--- config.mk ---
export PLATFORM = sky130hd
export DESIGN_NAME = cwr_top
export DESIGN_NICKNAME = d
export VERILOG_FILES = /design/src/inc/cwr_pkg.sv /design/src/hw/cwr_sync.sv /design/src/hw/cwr_top.sv
export SDC_FILE = /design/constraint.sdc
export NUM_CORES = 1
export LEC_CHECK = 0
export ABC_AREA = 0
export ABC_CLOCK_PERIOD_IN_PS = 9020
export BUFFER_PORTS_ARGS = -buffer_cell sky130_fd_sc_hd__buf_2
export CORE_MARGIN = 2
export CORE_UTILIZATION = 30
export CTS_CLUSTER_DIAMETER = 100
export DETAILED_ROUTE_END_ITERATION = 12
export GPL_TIMING_DRIVEN = 1
export HOLD_SLACK_MARGIN = 0.12
export PLACE_DENSITY_LB_ADDON = 0.1
export SLEW_MARGIN = 0
export SYNTH_ARGS = -nofsm -noshare
export SYNTH_HDL_FRONTEND = slang
export SYNTH_SLANG_ARGS = --single-unit
--- constraint.sdc ---
create_clock -name i_core_clk -period 9.02 [get_ports i_core_clk]
set_input_delay 0.451 -clock i_core_clk [delete_from_list [all_inputs] [get_ports i_core_clk]]
set_output_delay 0.451 -clock i_core_clk [all_outputs]
set_load 0.02 [all_outputs]
--- src/inc/cwr_pkg.sv ---
/*
 * shared constants and types of the selective-wake clock and data recovery block.
 * assumes a single 10 mhz core clock; all configuration arrives as plain ports.
 */
package cwr_pkg;

	// ********************************************************************
	// clock and timing
	// ********************************************************************
	localparam int CLK_FREQ_MHZ  = 10;
	localparam int BIAS_MAX_US   = 250;
	localparam int BIAS_MAX_CYC  = BIAS_MAX_US * CLK_FREQ_MHZ;
	localparam int WAKE_MAX_US   = 100;
	localparam int WAKE_MAX_CYC  = WAKE_MAX_US * CLK_FREQ_MHZ;
	localparam int BIT_MIN_US    = 1;
	localparam int BIT_MIN_CYC   = BIT_MIN_US * CLK_FREQ_MHZ;
	localparam int INT_PULSE_US  = 20;
	localparam int INT_PULSE_CYC = INT_PULSE_US * CLK_FREQ_MHZ;

	// ********************************************************************
	// bit timing
	// ********************************************************************
	localparam logic [5:0] SAMPLE_POINT_DEFAULT = 6'h33;
	localparam int         SAMPLE_SHIFT         = 6;
	localparam int         LEN_W                = 8;
	localparam int         PRE_W                = 3;
	localparam int         FILT_W               = 11;
	localparam int         FILT_SHIFT           = 8;
	localparam logic [7:0] FILT_SLOW_NUM        = 8'h1a;
	localparam logic [7:0] FILT_FAST_NUM        = 8'h0d;

	// ********************************************************************
	// types
	// ********************************************************************
	typedef struct packed {
		logic       recovery_enable;
		logic [1:0] recovery_clock_select;
		logic [5:0] sample_point_setting;
		logic [7:0] limit_low;
		logic [7:0] limit_high;
		logic       frame_receiver_select;
		logic       fd_tolerant_enable;
		logic       fast_data_glitch_filter;
	} cwr_cfg_s;

	typedef enum logic [1:0] {
		REC_OFF,
		REC_SEEK,
		REC_TRACK
	} cwr_rec_e;

	typedef enum logic {
		WAKE_IDLE,
		WAKE_INT
	} cwr_wake_e;

endpackage

--- src/hw/cwr_sync.sv ---
/*
 * two-stage synchroniser for asynchronous receive pins.
 * assumes the pin idles at RST_VAL; the clock enable freezes both stages.
 */
`timescale 1ns/1ps
module cwr_sync #(
	parameter int   W       = 1,
	parameter logic RST_VAL = 1'b1
) (
	input  wire logic         i_core_clk,
	input  wire logic         i_rst,
	input  wire logic         i_ce,
	input  wire logic [W-1:0] i_async,
	output logic      [W-1:0] o_sync
);

	logic [W-1:0] meta;

	always_ff @(posedge i_core_clk) begin
		if (i_rst) begin
			meta   <= {W{RST_VAL}};
			o_sync <= {W{RST_VAL}};
		end else if (i_ce) begin
			meta   <= i_async;
			o_sync <= meta;
		end
	end

endmodule

--- src/hw/cwr_top.sv ---
/*
 * clock and data recovery, receive path selection, fd glitch filter and wake
 * signalling for the selective-wake frame decoder.
 * assumes the frame decoder on the same clock pulses the wake events and that
 * the host keeps the configuration stable while recovery is enabled.
 */
//
// Functional notes
// - with recovery on, bus edges retune the bit length; off, it stays at start
// - reaching a limit discards measurements and reloads the sample-point start value
// - bus biasing applied within 250 us in partial-network operation
// - wake signalled within 100 us after a valid pattern or frame
// - wake timing starts at last dominant end or crc delimiter end
// - stop mode wakes by interrupt low; sleep wakes by regulator ramp-up
// - decoder supports bit times down to 1 us
// - 2 mbit data: ignore dominant up to 5%, detect from 17.5%
// - 5 mbit data: ignore dominant up to 2.5%, detect from 8.75%
// - tolerance holds for arbitration up to 500 kbps until fdf
// - dominant filter applies only with the normal-mode receiver selected
// - frame receiver select picks the path feeding the decoder
// - sample point and clock select together set quanta per bit
`timescale 1ns/1ps
module cwr_top
	import cwr_pkg::*;
#(
	parameter int INT_PULSE = INT_PULSE_CYC
) (
	input  wire logic             i_core_clk,
	input  wire logic             i_rst,
	input  wire logic             i_ce,
	input  wire cwr_cfg_s         i_cfg,
	input  wire logic             i_rx_normal,
	input  wire logic             i_rx_wake,
	input  wire logic             i_pn_active,
	input  wire logic             i_stop_mode,
	input  wire logic             i_sleep_mode,
	input  wire logic             i_wake_pattern_end,
	input  wire logic             i_wake_frame_end,
	output logic                  o_rx_decoder,
	output logic      [LEN_W-1:0] o_bit_length,
	output logic      [LEN_W-1:0] o_sample_point,
	output logic                  o_limit_hit,
	output logic                  o_recovery_active,
	output logic                  o_bus_bias,
	output logic                  o_interrupt_out_n,
	output logic                  o_main_regulator_output
);

	// ********************************************************************
	// receive pins
	// ********************************************************************
	logic [1:0] rx_sync;

	cwr_sync #(
		.W       (2),
		.RST_VAL (1'b1)
	) u_sync (
		.i_core_clk (i_core_clk),
		.i_rst      (i_rst),
		.i_ce       (i_ce),
		.i_async    ({i_rx_normal, i_rx_wake}),
		.o_sync     (rx_sync)
	);

	wire rx_normal_s = rx_sync[1];
	wire rx_wake_s   = rx_sync[0];
	wire rx_sel      = i_cfg.frame_receiver_select ? rx_normal_s : rx_wake_s;

	// ********************************************************************
	// bit timing decode
	// ********************************************************************
	cwr_rec_e          rec_state;
	cwr_rec_e          next_rec_state;
	logic [PRE_W-1:0]  pre_cnt;
	logic [LEN_W-1:0]  tick_cnt;
	logic [LEN_W-1:0]  next_bit_length;
	logic              next_limit_hit;

	// start value: sample point is ~80% of the bit, so the bit is 5/4 of it
	wire [LEN_W-1:0] start_len = LEN_W'(i_cfg.sample_point_setting)
		+ LEN_W'(i_cfg.sample_point_setting >> 2);
	wire [PRE_W-1:0] pre_mask  = PRE_W'(~(3'h7 << i_cfg.recovery_clock_select));
	wire             tick      = (pre_cnt & pre_mask) == pre_mask;
	wire [LEN_W-1:0] half_len  = o_bit_length >> 1;
	wire [LEN_W:0]   win_hi    = {1'b0, o_bit_length} + {1'b0, half_len};
	wire             one_bit   = (tick_cnt >= half_len) && ({1'b0, tick_cnt} < win_hi);
	wire [LEN_W-1:0] len_up    = o_bit_length + 8'h01;
	wire [LEN_W-1:0] len_dn    = o_bit_length - 8'h01;
	wire [LEN_W-1:0] len_adj   = (tick_cnt > o_bit_length) ? len_up :
		(tick_cnt < o_bit_length) ? len_dn : o_bit_length;
	wire             at_limit  = (len_adj >= i_cfg.limit_high) || (len_adj <= i_cfg.limit_low);
	wire [13:0]      sp_prod   = o_bit_length * i_cfg.sample_point_setting;
	wire [LEN_W-1:0] next_sp   = sp_prod[SAMPLE_SHIFT +: LEN_W];

	// ********************************************************************
	// fast-data glitch filter
	// ********************************************************************
	logic [FILT_W-1:0] dom_run;

	wire              filt_on  = i_cfg.fd_tolerant_enable && i_cfg.frame_receiver_select;
	wire [FILT_W-1:0] bit_clk  = FILT_W'({3'h0, o_bit_length} << i_cfg.recovery_clock_select);
	// about 5% of the bit in 5 mbit mode, about 10% in 2 mbit mode
	wire [7:0]        filt_num = i_cfg.fast_data_glitch_filter ? FILT_FAST_NUM : FILT_SLOW_NUM;
	wire [18:0]       thr_prod = bit_clk * filt_num;
	wire [FILT_W-1:0] thr_raw  = thr_prod[FILT_SHIFT +: FILT_W];
	// at the shortest bit the threshold still needs one full cycle
	wire [FILT_W-1:0] dom_thr  = (thr_raw == '0) ? FILT_W'(1) : thr_raw;
	wire              dom_sat  = &dom_run;
	wire [FILT_W-1:0] next_dom_run = rx_sel ? '0 : (dom_sat ? dom_run : dom_run + 11'h001);
	wire              next_rx  = filt_on ? (rx_sel || (next_dom_run < dom_thr)) : rx_sel;
	wire              rx_edge  = next_rx != o_rx_decoder;

	// ********************************************************************
	// recovery control
	// ********************************************************************
	always_comb begin
		next_rec_state  = rec_state;
		next_bit_length = o_bit_length;
		next_limit_hit  = 1'b0;
		unique case (rec_state)
			REC_OFF: begin
				next_bit_length = start_len;
				if (i_cfg.recovery_enable)
					next_rec_state = REC_SEEK;
			end
			REC_SEEK: begin
				if (rx_edge)
					next_rec_state = REC_TRACK;
			end
			REC_TRACK: begin
				if (rx_edge && one_bit) begin
					if (at_limit) begin
						next_bit_length = start_len;
						next_limit_hit  = 1'b1;
						next_rec_state  = REC_SEEK;
					end else begin
						next_bit_length = len_adj;
					end
				end
			end
		endcase
		if (!i_cfg.recovery_enable) begin
			next_rec_state  = REC_OFF;
			next_bit_length = start_len;
		end
	end

	always_ff @(posedge i_core_clk) begin
		if (i_rst) begin
			rec_state         <= REC_OFF;
			o_bit_length      <= '0;
			o_limit_hit       <= 1'b0;
			o_recovery_active <= 1'b0;
			o_sample_point    <= '0;
		end else if (i_ce) begin
			rec_state         <= next_rec_state;
			o_bit_length      <= next_bit_length;
			o_limit_hit       <= next_limit_hit;
			o_recovery_active <= next_rec_state == REC_TRACK;
			o_sample_point    <= next_sp;
		end
	end

	// interval counter in selected-clock ticks, restarted by every edge
	always_ff @(posedge i_core_clk) begin
		if (i_rst) begin
			pre_cnt  <= '0;
			tick_cnt <= '0;
		end else if (i_ce) begin
			pre_cnt <= rx_edge ? '0 : pre_cnt + 3'h1;
			if (rx_edge)
				tick_cnt <= '0;
			else if (tick && !(&tick_cnt))
				tick_cnt <= tick_cnt + 8'h01;
		end
	end

	always_ff @(posedge i_core_clk) begin
		if (i_rst) begin
			dom_run      <= '0;
			o_rx_decoder <= 1'b1;
		end else if (i_ce) begin
			dom_run      <= next_dom_run;
			o_rx_decoder <= next_rx;
		end
	end

	// ********************************************************************
	// wake signalling and bus bias
	// ********************************************************************
	cwr_wake_e  wake_state;
	logic [7:0] int_cnt;
	logic       woke;

	wire wake_evt  = i_wake_pattern_end || i_wake_frame_end;
	wire wake_stop = wake_evt && i_stop_mode;
	wire wake_slp  = wake_evt && i_sleep_mode;
	// leaving sleep mode clears the flag even with a new wake in that cycle
	wire next_woke = wake_slp || (woke && i_sleep_mode);

	always_ff @(posedge i_core_clk) begin
		if (i_rst) begin
			wake_state        <= WAKE_IDLE;
			int_cnt           <= '0;
			o_interrupt_out_n <= 1'b1;
		end else if (i_ce) begin
			unique case (wake_state)
				WAKE_IDLE: begin
					if (wake_stop) begin
						wake_state        <= WAKE_INT;
						int_cnt           <= 8'(INT_PULSE - 1);
						o_interrupt_out_n <= 1'b0;
					end
				end
				WAKE_INT: begin
					if (wake_stop) begin
						int_cnt <= 8'(INT_PULSE - 1);
					end else if (int_cnt == 8'h00) begin
						wake_state        <= WAKE_IDLE;
						o_interrupt_out_n <= 1'b1;
					end else begin
						int_cnt <= int_cnt - 8'h01;
					end
				end
			endcase
		end
	end

	always_ff @(posedge i_core_clk) begin
		if (i_rst) begin
			woke                    <= 1'b0;
			o_main_regulator_output <= 1'b1;
			o_bus_bias              <= 1'b0;
		end else if (i_ce) begin
			woke                    <= next_woke;
			o_main_regulator_output <= !i_sleep_mode || next_woke;
			o_bus_bias              <= i_pn_active;
		end
	end

	// glitch bounds scaled by 80: ignore up to 4 or 2 parts, detect from 14 or 7 parts
	wire [17:0] run_x80 = 18'(next_dom_run) * 18'h50;
	wire [17:0] ign_x80 = 18'(bit_clk) * (i_cfg.fast_data_glitch_filter ? 18'h2 : 18'h4);
	wire [17:0] det_x80 = 18'(bit_clk) * (i_cfg.fast_data_glitch_filter ? 18'h7 : 18'he);
endmodule

==> results.json <==
{
  "status": "completed",
  "synth_area_per_cell_um2": 8.09,
  "grt_overflow": 0,
  "synth_seq_cells": 60,
  "post_cts_resized": 0,
  "cts-root-buf": "clkbuf_16",
  "route.detailed.drc": 0,
  "grt_pass1_vias": 6212,
  "cp_data_arrival_time_ns": 7.79,
  "rsz0062_at_grt": "false",
  "async_flop_share": 0,
  "post_drt_wl_per_cell_um": 14.9,
  "grt_use_total": 0.155,
  "fp.dieW_um": 164,
  "use_met3": 0.0232,
  "clk_latency_ns": 0.34,
  "rrSetupSlack_ns": 1.46,
  "viasPerCell": 4.83,
  "cts-htree-levels": 3,
  "synth_cell_type_count": 70,
  "cts_tree": "built",
  "grt_max_degree": 60,
  "slowest_stage": "dfxtp_1",
  "leakagePower_uw": 0.00430,
  "power_density_mw_per_mm2": 137,
  "ctsHoldBuffers": 0,
  "grt-busiest-layer": "met1",
  "instances_no_fill": 1325,
  "syn2layout_area_growth_pct": 11.8,
  "dp_hpwl_um": 15800,
  "gp_congestion": 0.810,
  "clk_path_buf_depth": 2,
  "finalCritPeriodShare": 0.838,
  "crit_path_end_kind": "register",
  "tns_ns": 0,
  "hp-class": "input pin to register",
  "worst_slew_pin_slew_ns": 0.794,
  "synth.top_cell.area_share": 0.182,
  "final_cell_mix": "120 x nand2_1, 115 x inv_1, 112 x ha_1, 76 x nor2_1, 60 x dfxtp_1",
  "portBuffers": 59,
  "power.total_uw": 1180,
  "postCtsSetupRepairBufs": 0,
  "start_util": 0.305,
  "drtAntennaViolNets": 0,
  "irDropWorstVdd_v": 0.0000667,
  "syn-cell-area_mm2": 0.00768,
  "place_inst": 1310,
  "synth-edff-count": 0,
  "yosys.area.top_type": "ha_1",
  "whs_ns": 0.317,
  "fin_nets": 1193,
  "grt_pass1_wl_um": 33100,
  "slew_violations": 0,
  "hold_violations": 0,
  "chipHeight_um": 164,
  "crit_path_max_incr_delay_ns": 0.65,
  "grt_use_met2": 0.229,
  "crit_type": "register to register",
  "synth_seq_area_share": 0.156,
  "diodes": 0,
  "ioPinCount": 60,
  "cts-buffers-inserted": 9,
  "wirelength_um": 19800,
  "cp.required_ns": 9.25,
  "drt_pass1_iterations": 5,
  "drtIter0Drc": 322,
  "die_area_mm2": 0.0269,
  "drive_gt1_frac": 0.106,
  "setup_violations": 0,
  "vias": 6400,
  "post-route-util": 0.341,
  "synthTopCellsByArea": "ha_1 18%, dfxtp_1 16%, fa_1 14%, nand2_1 5.9%, inv_1 5.6%",
  "antenna_found_initial": 0,
  "critPathMaxFanout": 13,
  "yosysWarnings": 0,
  "finalClockSkew_ns": 0.00712,
  "synth-main-ff-cell": "dfxtp_1",
  "core_area_mm2": 0.0252,
  "row_count": 58,
  "cp_common_cell": "inv_1",
  "synthCells": 949,
  "layout_min_cycle_time_ns": 7.56,
  "worst_slew_margin_rel": 0.468,
  "syn-num-nets": 1151,
  "final_common_cell": "nand2_1",
  "cts.clk_slew.worst_paths_ns": 0.06,
  "clock-sinks": 60,
  "cp-start-kind": "register",
  "grt_use_met1": 0.237,
  "fmax_ghz": 0.132,
  "cap_violations": 0
}
[power by group]
part | switching [uW] | internal, uW
sequential | 19.4 | 280
clock | 134 | 212
combinational | 318 | 216
[per-stage QoR]
stage / cell area [um^2] / setup slack (ns)
2_1_floorplan: 7680 / 2.34
3_3_place_gp: 8290 / 1.24
3_5_place_dp: 8290 / 1.38
4_1_cts: 8590 / 1.32
5_1_grt: 8590 / 0.784
6_report: 8590 / 1.46
[flip-flops by register name, indices dropped and copies added (netlist names), 2 cells and up]
| signal | flops |
|---|---|
| dom_run | 11 |
| int_cnt | 8 |
| o_bit_length | 8 |
| o_sample_point | 8 |
| tick_cnt | 8 |
| pre_cnt | 3 |
| rec_state | 2 |
| u_sync.meta | 2 |
| u_sync.o_sync | 2 |
[cell usage after synthesis (3+ instances only)]
| master | count |
|---|---|
| a211o_1 | 7 |
| a211oi_1 | 12 |
| a21o_1 | 13 |
| a21oi_1 | 53 |
| a221o_1 | 3 |
| a221oi_1 | 3 |
| a311oi_1 | 4 |
| a31o_2 | 3 |
| a31oi_1 | 7 |
| a41o_1 | 3 |
| and2_1 | 19 |
| and3_1 | 9 |
| buf_1 | 5 |
| buf_2 | 3 |
| clkbuf_1 | 25 |
| dfxtp_1 | 60 |
| fa_1 | 52 |
| ha_1 | 112 |
| inv_1 | 115 |
| mux2_2 | 3 |
| mux2i_1 | 26 |
| nand2_1 | 120 |
| nand2b_1 | 8 |
| nand3_1 | 27 |
| nand4_1 | 11 |
| nor2_1 | 76 |
| nor2b_1 | 10 |
| nor3_1 | 12 |
| nor4_1 | 3 |
| o211ai_1 | 3 |
| o21a_1 | 6 |
| o21ai_0 | 34 |
| o21bai_1 | 7 |
| or2_2 | 6 |
| or4_1 | 3 |
| xnor2_1 | 27 |
| xor2_1 | 18 |
[worst max-delay path: cells and delay by family, from the launching register on]
kind                     cells  cell delay (ns)
AND/OR/NAND/NOR             10             1.95
AO/OA/AOI/OAI                9             2.08
adder cells (fa/ha/maj)      5             2.16
XOR/XNOR                     1             0.16
flip-flops                   1             0.65
buffers and inverters        4             0.44
[metal layers]
| layer | routed length [um] | up-vias |
|---|---|---|
| met5 | 0 | - |
| met4 | 157 | 0 |
| met1 | 10700 | 2980 |
| met2 | 8300 | 86 |
| met3 | 639 | 11 |
| li1 | - | 3323 |
[cell type report]
class,count,area [um^2]
clock inverters,6,66.3
flip-flops and latches,60,1200
inverters,116,435
clock buffers,9,225
multi-input cells,739,5900
well taps,330,413
fillers,2652,16600
repair buffers,65,340
[cells by family after synthesis]
| family | share of synthesized area |
|---|---|
| adders and majority gates | 0.318 |
| and+or+nand+nor | 0.194 |
| buffers and inverters | 0.0748 |
| muxes | 0.0383 |
| other | 0.000488 |
| DFF | 0.156 |
| xor gates and xnor gates | 0.0534 |
| AOI/OAI and AO/OA | 0.165 |
[final timing paths]
kind	from	end	depth (start not counted)
worst min-delay path	i_rx_normal	u_sync.meta[1]	2
worst max register to register	o_bit_length[6]	o_bit_length[1]	29
worst min register to register	o_recovery_active	o_recovery_active	2
worst max-delay path	o_bit_length[6]	o_bit_length[1]	29
(Power assumes the default switching activity.)
